**config.mk**
```make
export PLATFORM = sky130hd
export DESIGN_NAME = rcb_top
export DESIGN_NICKNAME = d
export VERILOG_FILES = /design/src/logic/rcb_pkg.sv /design/src/logic/rcb_fifo.sv /design/src/logic/rcb_top.sv
export VERILOG_INCLUDE_DIRS = /design/src /design/src/logic
export SDC_FILE = /design/constraint.sdc
export NUM_CORES = 1
export LEC_CHECK = 0
export ABC_AREA = 1
export BUFFER_PORTS_ARGS = -buffer_cell sky130_fd_sc_hd__buf_4
export CORE_MARGIN = 8
export CORE_UTILIZATION = 38
export CTS_BUF_LIST = sky130_fd_sc_hd__clkbuf_16
export DETAILED_ROUTE_END_ITERATION = 6
export SYNTH_ARGS = -nofsm -noshare
export SYNTH_HDL_FRONTEND = slang
export SYNTH_SLANG_ARGS = --single-unit
```
**constraint.sdc**
```tcl
create_clock -name i_sys_clk -period 4.5 [get_ports i_sys_clk]
set_input_delay 0.225 -clock i_sys_clk [delete_from_list [all_inputs] [get_ports i_sys_clk]]
set_output_delay 0.225 -clock i_sys_clk [all_outputs]
set_load 0.02 [all_outputs]
```
**src/logic/rcb_regs.svh**
```systemverilog
// Constants for the registered command buffer with parity checking.
// Assumes inclusion by bare name from package and design files.
`ifndef RCB_REGS_SVH
`define RCB_REGS_SVH

// ---------------------------------------------------------------
// Widths
// ---------------------------------------------------------------
`define RCB_CA_WIDTH 22
`define RCB_CS_WIDTH 2
`define RCB_CKE_WIDTH 2
`define RCB_ODT_WIDTH 2

// ---------------------------------------------------------------
// Buffering and status
// ---------------------------------------------------------------
`define RCB_FIFO_DEPTH 4
`define RCB_ERR_CNT_WIDTH 8

// ---------------------------------------------------------------
// Reset and idle values
// ---------------------------------------------------------------
`define RCB_CA_RESET 22'h000000
`define RCB_CS_RESET 2'h0
`define RCB_CTRL_RESET 2'h0
`define RCB_CS_IDLE 2'h3

`endif

```
**src/logic/rcb_pkg.sv**
```systemverilog
// Types used by the registered command buffer; its FIFO is generic and does not import them.
// Assumes rcb_regs.svh is on the include path.
`include "rcb_regs.svh"

package rcb_pkg;

  // ---------------------------------------------------------------
  // One captured clock edge worth of pin state
  // ---------------------------------------------------------------
  typedef struct packed {
    logic load;
    logic [`RCB_CA_WIDTH-1:0] cmd_addr;
    logic [`RCB_CS_WIDTH-1:0] cs_n;
    logic [`RCB_CKE_WIDTH-1:0] cke;
    logic [`RCB_ODT_WIDTH-1:0] odt;
  } rcb_word_type;

  // ---------------------------------------------------------------
  // Error flag sequencer
  // ---------------------------------------------------------------
  typedef enum logic [1:0] {
    RCB_PERR_IDLE,
    RCB_PERR_HOLD1,
    RCB_PERR_HOLD2
  } rcb_perr_state_type;

endpackage

```
**src/logic/rcb_fifo.sv**
```systemverilog
// Small synchronous FIFO with valid/ready on both sides.
// Assumes one clock and a synchronous active-low reset.
`timescale 1ns/1ps
`default_nettype none

module rcb_fifo #(
  parameter int WIDTH = 8,
  parameter int DEPTH = 4
) (
  input wire logic i_sys_clk,
  input wire logic i_rstn,
  input wire logic i_in_valid,
  output logic o_in_ready,
  input wire logic [WIDTH-1:0] i_in_data,
  output logic o_out_valid,
  input wire logic i_out_ready,
  output logic [WIDTH-1:0] o_out_data
);

  localparam int PTR_W = (DEPTH > 1) ? $clog2(DEPTH) : 1;
  localparam logic [PTR_W-1:0] LAST = PTR_W'(DEPTH - 1);
  localparam logic [PTR_W:0] FULL_CNT = (PTR_W + 1)'(DEPTH);

  logic [WIDTH-1:0] mem_reg [DEPTH];
  logic [WIDTH-1:0] mem_next [DEPTH];
  logic [PTR_W-1:0] wr_reg, wr_next, rd_reg, rd_next;
  logic [PTR_W:0] cnt_reg, cnt_next;
  logic push, pop;

  // ---------------------------------------------------------------
  // Flags and handshakes
  // ---------------------------------------------------------------
  assign o_in_ready = (cnt_reg != FULL_CNT);
  assign o_out_valid = (cnt_reg != '0);
  assign o_out_data = mem_reg[rd_reg];
  assign push = i_in_valid && o_in_ready;
  assign pop = o_out_valid && i_out_ready;

  // Next pointers, count and storage
  always_comb begin
    mem_next = mem_reg;
    wr_next = wr_reg;
    rd_next = rd_reg;
    cnt_next = cnt_reg;
    if (push) begin
      mem_next[wr_reg] = i_in_data;
      wr_next = (wr_reg == LAST) ? '0 : wr_reg + 1'b1;
    end
    if (pop) begin
      rd_next = (rd_reg == LAST) ? '0 : rd_reg + 1'b1;
    end
    if (push && !pop) begin
      cnt_next = cnt_reg + 1'b1;
    end else if (pop && !push) begin
      cnt_next = cnt_reg - 1'b1;
    end
  end

  // Storage is not cleared; only pointers and count need a defined reset
  always_ff @(posedge i_sys_clk) begin
    mem_reg <= mem_next;
    if (!i_rstn) begin
      wr_reg <= '0;
      rd_reg <= '0;
      cnt_reg <= '0;
    end else begin
      wr_reg <= wr_next;
      rd_reg <= rd_next;
      cnt_reg <= cnt_next;
    end
  end

endmodule

`default_nettype wire

```
**src/logic/rcb_top.sv**
```systemverilog
// Registered command/address buffer with parity check and two output banks.
// Assumes the controller logic shares i_sys_clk; only the static gate
// enable strap is treated as asynchronous.
//
// Contract
// - Parity covers all 22 command/address bits plus the parity input.
// - Parity error shown by driving the open-drain flag low.
// - Error flag stays low for two consecutive cycles.
// - Error flag delayed one extra cycle after parity evaluation.
// - Gate enable high: command/address taken only when a chip select is low.
// - Gate enable low: command/address taken on every edge.
// - All captures happen on the rising clock edge.
// - Reset clears all storage except the FIFO memory and the strap synchroniser, and forces re-driven outputs low.
// - Reset clears the parity error, releasing the flag.
// - In reset all outputs low except the error flag, which stays high.
// - Clock enable and termination re-driven on every word drained from the FIFO, never gated by chip select.
`timescale 1ns/1ps
`default_nettype none
`include "rcb_regs.svh"

module rcb_top
  import rcb_pkg::*;
#(
  parameter int FIFO_DEPTH = `RCB_FIFO_DEPTH,
  parameter int ERR_CNT_WIDTH = `RCB_ERR_CNT_WIDTH
) (
  input wire logic i_sys_clk,
  input wire logic i_rstn,
  input wire logic [`RCB_CA_WIDTH-1:0] i_cmd_addr_in,
  input wire logic i_chip_select0_in_n,
  input wire logic i_chip_select1_in_n,
  input wire logic i_clk_enable0_in,
  input wire logic i_clk_enable1_in,
  input wire logic i_termination0_in,
  input wire logic i_termination1_in,
  input wire logic i_parity_in,
  input wire logic i_select_gate_enable,
  input wire logic i_drain_ready,
  output logic [`RCB_CA_WIDTH-1:0] o_cmd_addr_out_bank_a,
  output logic [`RCB_CA_WIDTH-1:0] o_cmd_addr_out_bank_b,
  output logic [`RCB_CS_WIDTH-1:0] o_chip_select_out_bank_a_n,
  output logic [`RCB_CS_WIDTH-1:0] o_chip_select_out_bank_b_n,
  output logic [`RCB_CKE_WIDTH-1:0] o_clk_enable_out_bank_a,
  output logic [`RCB_CKE_WIDTH-1:0] o_clk_enable_out_bank_b,
  output logic [`RCB_ODT_WIDTH-1:0] o_termination_out_bank_a,
  output logic [`RCB_ODT_WIDTH-1:0] o_termination_out_bank_b,
  output logic o_parity_error_n_out,
  output logic o_parity_error_n_oe,
  output logic o_parity_error_n,
  output logic o_capture_ready,
  output logic o_overflow,
  output logic [ERR_CNT_WIDTH-1:0] o_error_count
);

  localparam int WORD_W = $bits(rcb_word_type);
  localparam logic [ERR_CNT_WIDTH-1:0] CNT_MAX = '1;

  // ---------------------------------------------------------------
  // Gate enable strap synchroniser
  // ---------------------------------------------------------------
  // The strap is a slow static level from outside the clock domain;
  // only the second stage is read by logic.
  logic gate_meta_reg, gate_meta_next;
  logic gate_sync_reg, gate_sync_next;

  always_comb begin
    gate_meta_next = i_select_gate_enable;
    gate_sync_next = gate_meta_reg;
  end

  // Not reset: the reset edges flush the strap through both stages, so
  // gating is already in force at the first edge after release
  always_ff @(posedge i_sys_clk) begin
    gate_meta_reg <= gate_meta_next;
    gate_sync_reg <= gate_sync_next;
  end

  // ---------------------------------------------------------------
  // Input capture stage
  // ---------------------------------------------------------------
  rcb_word_type cap_reg, cap_next;
  logic cap_valid_reg, cap_valid_next;
  logic chk_en_reg, chk_en_next;
  logic sel_active;

  // A command is present when at least one chip select is low
  assign sel_active = !(i_chip_select0_in_n && i_chip_select1_in_n);

  always_comb begin
    cap_next = cap_reg;
    cap_next.cs_n = {i_chip_select1_in_n, i_chip_select0_in_n};
    cap_next.cke = {i_clk_enable1_in, i_clk_enable0_in};
    cap_next.odt = {i_termination1_in, i_termination0_in};
    cap_next.load = sel_active || !gate_sync_reg;
    cap_next.cmd_addr = i_cmd_addr_in;
    // The checker looks only at words that came with a chip select
    chk_en_next = sel_active;
    cap_valid_next = 1'b1;
  end

  always_ff @(posedge i_sys_clk) begin
    if (!i_rstn) begin
      cap_reg <= '{load: 1'b0, cmd_addr: `RCB_CA_RESET, cs_n: `RCB_CS_RESET,
                   cke: `RCB_CTRL_RESET, odt: `RCB_CTRL_RESET};
      cap_valid_reg <= 1'b0;
      chk_en_reg <= 1'b0;
    end else begin
      cap_reg <= cap_next;
      cap_valid_reg <= cap_valid_next;
      chk_en_reg <= chk_en_next;
    end
  end

  // ---------------------------------------------------------------
  // Parity evaluation
  // ---------------------------------------------------------------
  // The parity pin now belongs to the word held in cap_reg, one edge old.
  logic perr_eval_reg, perr_eval_next;
  logic perr_dly_reg, perr_dly_next;
  logic odd_sum;

  assign odd_sum = ^{cap_reg.cmd_addr, i_parity_in};

  always_comb begin
    perr_eval_next = chk_en_reg && odd_sum;
    perr_dly_next = perr_eval_reg;
  end

  always_ff @(posedge i_sys_clk) begin
    if (!i_rstn) begin
      perr_eval_reg <= 1'b0;
      perr_dly_reg <= 1'b0;
    end else begin
      perr_eval_reg <= perr_eval_next;
      perr_dly_reg <= perr_dly_next;
    end
  end

  // ---------------------------------------------------------------
  // Error flag sequencer
  // ---------------------------------------------------------------
  // A new error during the hold restarts the two-cycle window, so
  // back-to-back errors keep the flag low without a gap.
  rcb_perr_state_type perr_state_reg, perr_state_next;
  logic perr_oe_reg, perr_oe_next, perr_n_reg, perr_n_next;
  logic [ERR_CNT_WIDTH-1:0] err_cnt_reg, err_cnt_next;

  always_comb begin
    perr_state_next = perr_state_reg;
    case (perr_state_reg)
      RCB_PERR_IDLE: begin
        if (perr_dly_reg) begin
          perr_state_next = RCB_PERR_HOLD1;
        end
      end
      RCB_PERR_HOLD1: begin
        perr_state_next = perr_dly_reg ? RCB_PERR_HOLD1 : RCB_PERR_HOLD2;
      end
      RCB_PERR_HOLD2: begin
        perr_state_next = perr_dly_reg ? RCB_PERR_HOLD1 : RCB_PERR_IDLE;
      end
      default: begin
        perr_state_next = RCB_PERR_IDLE;
      end
    endcase
    perr_oe_next = (perr_state_next != RCB_PERR_IDLE);
    perr_n_next = !perr_oe_next;
    // Saturating count so software sees errors it missed
    err_cnt_next = err_cnt_reg;
    if (perr_dly_reg && (err_cnt_reg != CNT_MAX)) begin
      err_cnt_next = err_cnt_reg + 1'b1;
    end
  end

  always_ff @(posedge i_sys_clk) begin
    if (!i_rstn) begin
      perr_state_reg <= RCB_PERR_IDLE;
      perr_oe_reg <= 1'b0;
      perr_n_reg <= 1'b1;
      err_cnt_reg <= '0;
    end else begin
      perr_state_reg <= perr_state_next;
      perr_oe_reg <= perr_oe_next;
      perr_n_reg <= perr_n_next;
      err_cnt_reg <= err_cnt_next;
    end
  end

  // ---------------------------------------------------------------
  // Word FIFO between capture and output stage
  // ---------------------------------------------------------------
  // The FIFO absorbs stalls of the drain side; the cost is latency,
  // which is fixed at two edges while i_drain_ready stays high.
  logic fifo_in_ready;
  logic fifo_out_valid;
  logic [WORD_W-1:0] fifo_out_data;
  rcb_word_type drain_word;
  logic drain_take;

  rcb_fifo #(
    .WIDTH(WORD_W),
    .DEPTH(FIFO_DEPTH)
  ) u_fifo (
    .i_sys_clk(i_sys_clk),
    .i_rstn(i_rstn),
    .i_in_valid(cap_valid_reg),
    .o_in_ready(fifo_in_ready),
    .i_in_data(cap_reg),
    .o_out_valid(fifo_out_valid),
    .i_out_ready(i_drain_ready),
    .o_out_data(fifo_out_data)
  );

  assign drain_word = rcb_word_type'(fifo_out_data);
  assign drain_take = fifo_out_valid && i_drain_ready;

  // ---------------------------------------------------------------
  // Flow status
  // ---------------------------------------------------------------
  // A word offered while full is lost; the sticky flag records it
  // until reset since the pins cannot be held back.
  logic ready_reg, ready_next;
  logic ovf_reg, ovf_next;

  always_comb begin
    ready_next = fifo_in_ready;
    ovf_next = ovf_reg || (cap_valid_reg && !fifo_in_ready);
  end

  always_ff @(posedge i_sys_clk) begin
    if (!i_rstn) begin
      ready_reg <= 1'b0;
      ovf_reg <= 1'b0;
    end else begin
      ready_reg <= ready_next;
      ovf_reg <= ovf_next;
    end
  end

  // ---------------------------------------------------------------
  // Output stage, two banks
  // ---------------------------------------------------------------
  logic [`RCB_CA_WIDTH-1:0] ca_a_reg, ca_a_next, ca_b_reg, ca_b_next;
  logic [`RCB_CS_WIDTH-1:0] cs_a_reg, cs_a_next, cs_b_reg, cs_b_next;
  logic [`RCB_CKE_WIDTH-1:0] cke_a_reg, cke_a_next, cke_b_reg, cke_b_next;
  logic [`RCB_ODT_WIDTH-1:0] odt_a_reg, odt_a_next, odt_b_reg, odt_b_next;

  always_comb begin
    ca_a_next = ca_a_reg;
    ca_b_next = ca_b_reg;
    cs_a_next = cs_a_reg;
    cs_b_next = cs_b_reg;
    cke_a_next = cke_a_reg;
    cke_b_next = cke_b_reg;
    odt_a_next = odt_a_reg;
    odt_b_next = odt_b_reg;
    if (drain_take) begin
      cs_a_next = drain_word.cs_n;
      cs_b_next = drain_word.cs_n;
      cke_a_next = drain_word.cke;
      cke_b_next = drain_word.cke;
      odt_a_next = drain_word.odt;
      odt_b_next = drain_word.odt;
      if (drain_word.load) begin
        ca_a_next = drain_word.cmd_addr;
        ca_b_next = drain_word.cmd_addr;
      end
    end
  end

  always_ff @(posedge i_sys_clk) begin
    if (!i_rstn) begin
      ca_a_reg <= `RCB_CA_RESET;
      ca_b_reg <= `RCB_CA_RESET;
      cs_a_reg <= `RCB_CS_RESET;
      cs_b_reg <= `RCB_CS_RESET;
      cke_a_reg <= `RCB_CTRL_RESET;
      cke_b_reg <= `RCB_CTRL_RESET;
      odt_a_reg <= `RCB_CTRL_RESET;
      odt_b_reg <= `RCB_CTRL_RESET;
    end else begin
      ca_a_reg <= ca_a_next;
      ca_b_reg <= ca_b_next;
      cs_a_reg <= cs_a_next;
      cs_b_reg <= cs_b_next;
      cke_a_reg <= cke_a_next;
      cke_b_reg <= cke_b_next;
      odt_a_reg <= odt_a_next;
      odt_b_reg <= odt_b_next;
    end
  end

  // ---------------------------------------------------------------
  // Port drive
  // ---------------------------------------------------------------
  assign o_cmd_addr_out_bank_a = ca_a_reg;
  assign o_cmd_addr_out_bank_b = ca_b_reg;
  assign o_chip_select_out_bank_a_n = cs_a_reg;
  assign o_chip_select_out_bank_b_n = cs_b_reg;
  assign o_clk_enable_out_bank_a = cke_a_reg;
  assign o_clk_enable_out_bank_b = cke_b_reg;
  assign o_termination_out_bank_a = odt_a_reg;
  assign o_termination_out_bank_b = odt_b_reg;
  // Open drain: data is always low, only the enable moves
  assign o_parity_error_n_out = 1'b0;
  assign o_parity_error_n_oe = perr_oe_reg;
  assign o_parity_error_n = perr_n_reg; // Resolved level for observers
  assign o_capture_ready = ready_reg;
  assign o_overflow = ovf_reg;
  assign o_error_count = err_cnt_reg;

endmodule

`default_nettype wire

```
Word-level counts from Yosys, hierarchy flattened
Cells that the tools add are included.

operators by class
  add/sub/neg operators = 5
  $lt $le $gt $ge = 3
  equality and inequality tests = 6
  multiplexer cells = 15
  bitwise logic cells = 2
  reduce and logical (&&, ||, !) cells = 23

operators by type and width
  kind                   number
  $bwmux W116            1
  $mux W29               3
  $bmux W29 S2           1
  $demux W29 S2          1
  $reduce_xor A23 Y1     1
  $logic_and A1 B1 Y1    9
  $add A8 B1 Y8 const B  1
  $mux W2                4
  $ne A8 B8 Y1 const B   1
  $eq A2 B2 Y1 const B   3
  $ge A3 B3 Y1 const B   2
  $logic_not A1 Y1       6
  $mux W3                2
  $not A2 Y3             2
  $pmux W2 S3            1
  $add A2 B1 Y2 const B  2
  $reduce_bool A2 Y1     2
  $add A3 B1 Y3 const B  1
  $lt A3 B1 Y1 const B   1
  $ne A3 B3 Y1 const B   1
  $reduce_bool A3 Y1     1
  $sub A3 B1 Y3 const B  1
  $eq A2 B1 Y1 const B   1
  $logic_not A2 Y1       1
  other kinds (3)        5

storage, ports and cells
  register bits = 200
  input port bits = 33
  output and inout bits = 69

Longest topological paths before layout
  depth in word-level cells = 6
  gate-level depth with buffers = 12

Cells and area by module
A second synthesis with hierarchy kept.

unflattened totals
  cells, all modules = 805
  area, all modules = 7972.6 um2

by module, submodules not included
  module    times used  cells each  area each (um2)
  rcb_fifo  1           347         4712.0
  rcb_top   1           458         3260.6

Worst setup path after synthesis
OpenSTA, ideal clock, no wires.

  path type = flip-flop to flip-flop
  from = register u_fifo.cnt_reg[0]
  to = register u_fifo.mem_reg[0] (netlist name), enable pin
  library setup time = 415 ps
  arrival time = 1915 ps
  data required time = 4085 ps
  path slack = 2170 ps
  cell stages (with the launch flop) = 5
  path buffers = 0
  period minus slack after synthesis = 2330 ps
  cells stage by stage = dfxtp_1 nor2_1 nand2_1 nand2_1 nor2_1

between the ends
  longest elaborated chain between the ends = 2

ends and longest elaborated chain
  item                    line            source
  from (decl)             rcb_fifo.sv:27  logic [PTR_W:0] cnt_reg, cnt_next;
  from (signal assigned)  rcb_fifo.sv:69  cnt_reg <= cnt_next;
  $ne A3 B3 Y1            rcb_fifo.sv:33  assign o_in_ready = (cnt_reg != FULL_CNT);
  $logic_and A1 B1 Y1     rcb_fifo.sv:36  assign push = i_in_valid && o_in_ready;
  to (signal assigned)    rcb_fifo.sv:61  mem_reg <= mem_next;
  to (decl)               rcb_fifo.sv:24  logic [WIDTH-1:0] mem_reg [DEPTH];

Every way passes these cells.
A chain may end at the register's enable or synchronous reset.

Worst setup path in the final report
  from = register u_fifo.rd_reg[0]
  to = register ca_b_reg[20] (netlist: o_cmd_addr_out_bank_b[20])

between the ends
  longest elaborated chain between the ends = 5

ends and longest elaborated chain
  item                                           line            source
  from (decl)                                    rcb_fifo.sv:26  logic [PTR_W-1:0] wr_reg, wr_next, rd_reg, rd_next;
  from (signal assigned)                         rcb_fifo.sv:68  rd_reg <= rd_next;
  $not A2 Y3 (implied by the code) *             rcb_fifo.sv:35  assign o_out_data = mem_reg[rd_reg];
  $bmux W29 S2 *                                 rcb_fifo.sv:35
  $mux W29 (implied by the code) * (2 in a row)  rcb_fifo.sv:35
  $reduce_and A2 Y1 (no line)                    -
  to (signal assigned)                           rcb_top.sv:274  ca_b_reg <= `RCB_CA_RESET;
  to (signal assigned)                           rcb_top.sv:283  ca_b_reg <= ca_b_next;
  to (decl)                                      rcb_top.sv:243  logic [`RCB_CA_WIDTH-1:0] ca_a_reg, ca_a_next, ca_b_reg, ca_b_next;

Mark *: on every way between the ends. The rest lies on a longest branch, timed or not. The select of a mux whose other input is x is not followed.

==> out/summary.log <==
INFO  placement      placed_cells_incl_taps=1107
INFO  min_path       worstHoldStart=i_termination1_in
INFO  floorplanning  vertical_extent_of_the_die=160um
INFO  finish         layout.core_utilization=0.462
INFO  min_path       hold-path-endpoint=cap_reg[1]
INFO  min_path       min_path_cells=3
INFO  timing         timing_max_transition_violations_final=0
INFO  worst_setup_path cp-end-kind=register
INFO  min_path       holdCritPathClass=in2reg
INFO  floorplanning  floorplan.initialDensity=0.382
INFO  floorplanning  design.core.area=0.0208sqmm
INFO  timing         slew_headroom=0.306
INFO  outcome        run_status=complete, no violations
INFO  drt            drt-pass1-iter-count=5
INFO  cts            cts_made_buffers=17
INFO  timing         tns=0ns
INFO  placement      placement.setup.worst_slack=1.88ns
INFO  yosys          synth_top_family_by_area=simple AND/OR/NAND/NOR gates
INFO  worst_setup_path cp.arrival=2.97ns
INFO  cts            clk_path_buf_depth=2
INFO  drt            route.vias.total=5365
INFO  yosys          synth-async-reset-ratio=0
INFO  cts            clk-insertion-delay-late=0.43ns
INFO  drt            drt.antenna.violating_nets=0
INFO  yosys          post_synth_mux_area_share=0
INFO  cts            ctsResizeCount=0
INFO  grt            first_global_vias=5123
INFO  drt            iteration_0_drc_count_of_the_detailed_router=328
INFO  timing         final_period_minus_worst_setup_slack=2.63ns
INFO  finish         syn2layout_area_growth=20.8%
INFO  cts            cts-htree-levels=4
INFO  timing         grt_setup_unrepaired=no
INFO  finish         design_area_final=0.00958sqmm
INFO  worst_setup_path timing.reg2reg.worst_path_depth=8
INFO  worst_setup_path path_max_fanout=61
INFO  placement      detailed_place_hpwl=9.68mm
INFO  floorplanning  floorplan.die_area=0.0258sqmm
INFO  yosys          yosys_warnings=0
INFO  finish         final_nets=921
INFO  yosys          ys.flop_type=edfxtp_1
INFO  yosys          post_synth_inst_count=790
INFO  yosys          yosys.cell_types.count=28
INFO  floorplanning  num_rows=53
INFO  finish         multi_input_comb_area=0.00215sqmm
INFO  drt            drt_wl_total=16.5mm
INFO  yosys          ys_ff_latch=200
INFO  worst_setup_path timing.critical_path.from_type=register
INFO  power          power_leakage=4.05nW
INFO  yosys          syn-num-nets=831
INFO  yosys          share_of_synthesized_cell_area_in_full_adder_half_adder_and_majority_cells=0.0136
INFO  timing         max_slew.worst_pin.slew=1.04ns
INFO  timing         fmax=0.381GHz
INFO  cts            cts.sinks=200
INFO  yosys          synth_simple_gate_area_share=0.142
INFO  finish         largest_reg_flops=116
INFO  cts            post-cts-setup-buffers=0
INFO  timing         fin_ws=1.87ns
INFO  grt            grt_use_total=0.130
INFO  cts            post_cts_hold_buffer_count=29
INFO  placement      globalplace.congestion=0.735
INFO  job            max_cap_violations=0
INFO  floorplanning  dieWidth=160um
INFO  cts            clockRootBuffer=clkbuf_16
INFO  yosys          synth_xor_area_frac=0.0132
INFO  finish         leading_cell_types_in_the_layout_fill_and_taps_excluded=142 x nand2_1, 129 x nor2_1, 116 x edfxtp_1, 103 x buf_4, 91 x o21ai_0
INFO  cts            tritoncts=built
INFO  placement      buffer_ports.inserted=100
INFO  cts            cts.clk_slew.worst_paths=0.07ns
INFO  yosys          synth-edff-count=116
INFO  worst_setup_path worstReg2RegEnd=o_cmd_addr_out_bank_b[20]
INFO  power          post-layout-total-power=5.15mW
INFO  worst_setup_path regToRegStartpoint=u_fifo.rd_reg[0]
INFO  timing         post-route-period-util=0.584
INFO  yosys          synthesis.area=0.00793sqmm
INFO  yosys          synth-compound-area-share=0.0984
INFO  power          p_per_area=537mW/mm^2
INFO  drt            detail_route.vias_per_cell=4.59
INFO  yosys          synth-seq-area-share=0.651
INFO  power          worst_vdd_ir=0.000241V
INFO  timing         hold_viol=0
INFO  drt            detail_route.drc_violations=0
INFO  finish         mostFrequentLayoutCell=nand2_1
INFO  grt            grt_max_degree=70
INFO  drt            avgRoutedWirePerCell=14.1um
INFO  timing         holdWs=0.0514ns
INFO  placement      placed_area=0.00873sqmm
INFO  grt            grt_pass1_wl=26.5mm
INFO  timing         timing.clock.skew=0.0114ns
INFO  worst_setup_path reg2reg_setup_slack=1.87ns
INFO  worst_setup_path critical_path_class=reg2reg
INFO  finish         sequential_cell_area=0.00517sqmm
INFO  finish         finish.cell_count_without_fillers=1168
INFO  grt            grt_antenna_before_repair=0
INFO  timing         final_setup_violating_endpoints=0
INFO  finish         post_route_cells_drive_above_1_share=0.172
INFO  finish         insertedDiodeCount=0
INFO  worst_setup_path req_time_crit_path=4.85ns
INFO  finish         fillCellCount=1902
INFO  grt            grt.overflow.total=0
INFO  floorplanning  ios=102
INFO  yosys          syn_avg_cell_area=10.0squm
area by class of cell:
class | instances | share of cell area
multi-input cells | 452 | 0.225
well taps | 275 | 0.0359
repair buffers | 132 | 0.111
clock buffers | 17 | 0.0444
clock inverters | 15 | 0.0146
flip-flops and latches | 200 | 0.539
inverters | 77 | 0.0302
worst max-delay path, cell delays in order (launching register included):
cell	delay [ns]
dfxtp_2	0.31
buf_4	0.31
inv_2	0.72
o21ai_1	0.15
nand2_1	0.10
nand2_1	0.06
inv_2	0.51
o21ai_0	0.16
a31oi_1	0.21
power breakdown:
part	internal [mW]	total, mW	switching [mW]
clock network	0.777	1.48	0.699
logic	0.469	1.33	0.864
registers	2.19	2.34	0.148
total	3.44	5.15	1.71
worst max-delay path by stage:
stage / startpoint / end / slack, ns
global route: u_fifo.rd_reg[0] / o_cmd_addr_out_bank_b[20] / 1.49
detailed placement: u_fifo.rd_reg[0] / o_cmd_addr_out_bank_b[5] / 1.88
CTS: u_fifo.rd_reg[0] / o_cmd_addr_out_bank_b[20] / 1.82
finish: u_fifo.rd_reg[0] / o_cmd_addr_out_bank_b[20] / 1.87
global placement: u_fifo.rd_reg[0] / o_cmd_addr_out_bank_b[10] / 1.93
floorplan: u_fifo.cnt_reg[0] / u_fifo.mem_reg[0] / 2.17
routing by layer:
metal	track usage	part of all wire	vias to the layer above
met5	0	0	-
met4	0.0506	0.0088	0
met3	0.0307	0.045	9
met2	0.216	0.48	121
met1	0.161	0.46	2493
li1	-	-	2742
cells in the mapped netlist (2+ instances only):
cell | count | share of area
nand2_1 | 142 | 0.067
nor2_1 | 133 | 0.063
edfxtp_1 | 116 | 0.44
o21ai_0 | 91 | 0.057
dfxtp_1 | 84 | 0.21
inv_1 | 73 | 0.035
a31oi_1 | 29 | 0.023
buf_4 | 29 | 0.027
clkbuf_1 | 16 | 0.0076
buf_2 | 14 | 0.0088
a21oi_1 | 11 | 0.0069
a21oi_2 | 7 | 0.0077
ha_1 | 7 | 0.011
xor2_1 | 7 | 0.0077
nand3_1 | 5 | 0.0032
xnor2_1 | 5 | 0.0055
inv_2 | 4 | 0.0019
o21ai_1 | 4 | 0.0025
buf_1 | 2 | 0.00095
nand2_2 | 2 | 0.0016
nand4_1 | 2 | 0.0016
logic make-up after synthesis:
family / after synthesis
AND/OR/NAND/NOR: 288
flip-flops: 200
AO/OA/AOI/OAI: 143
buffers and inverters: 138
XOR/XNOR: 12
adder cells (fa/ha/maj): 8
other: 1
Power figures use the tool's default switching activity.
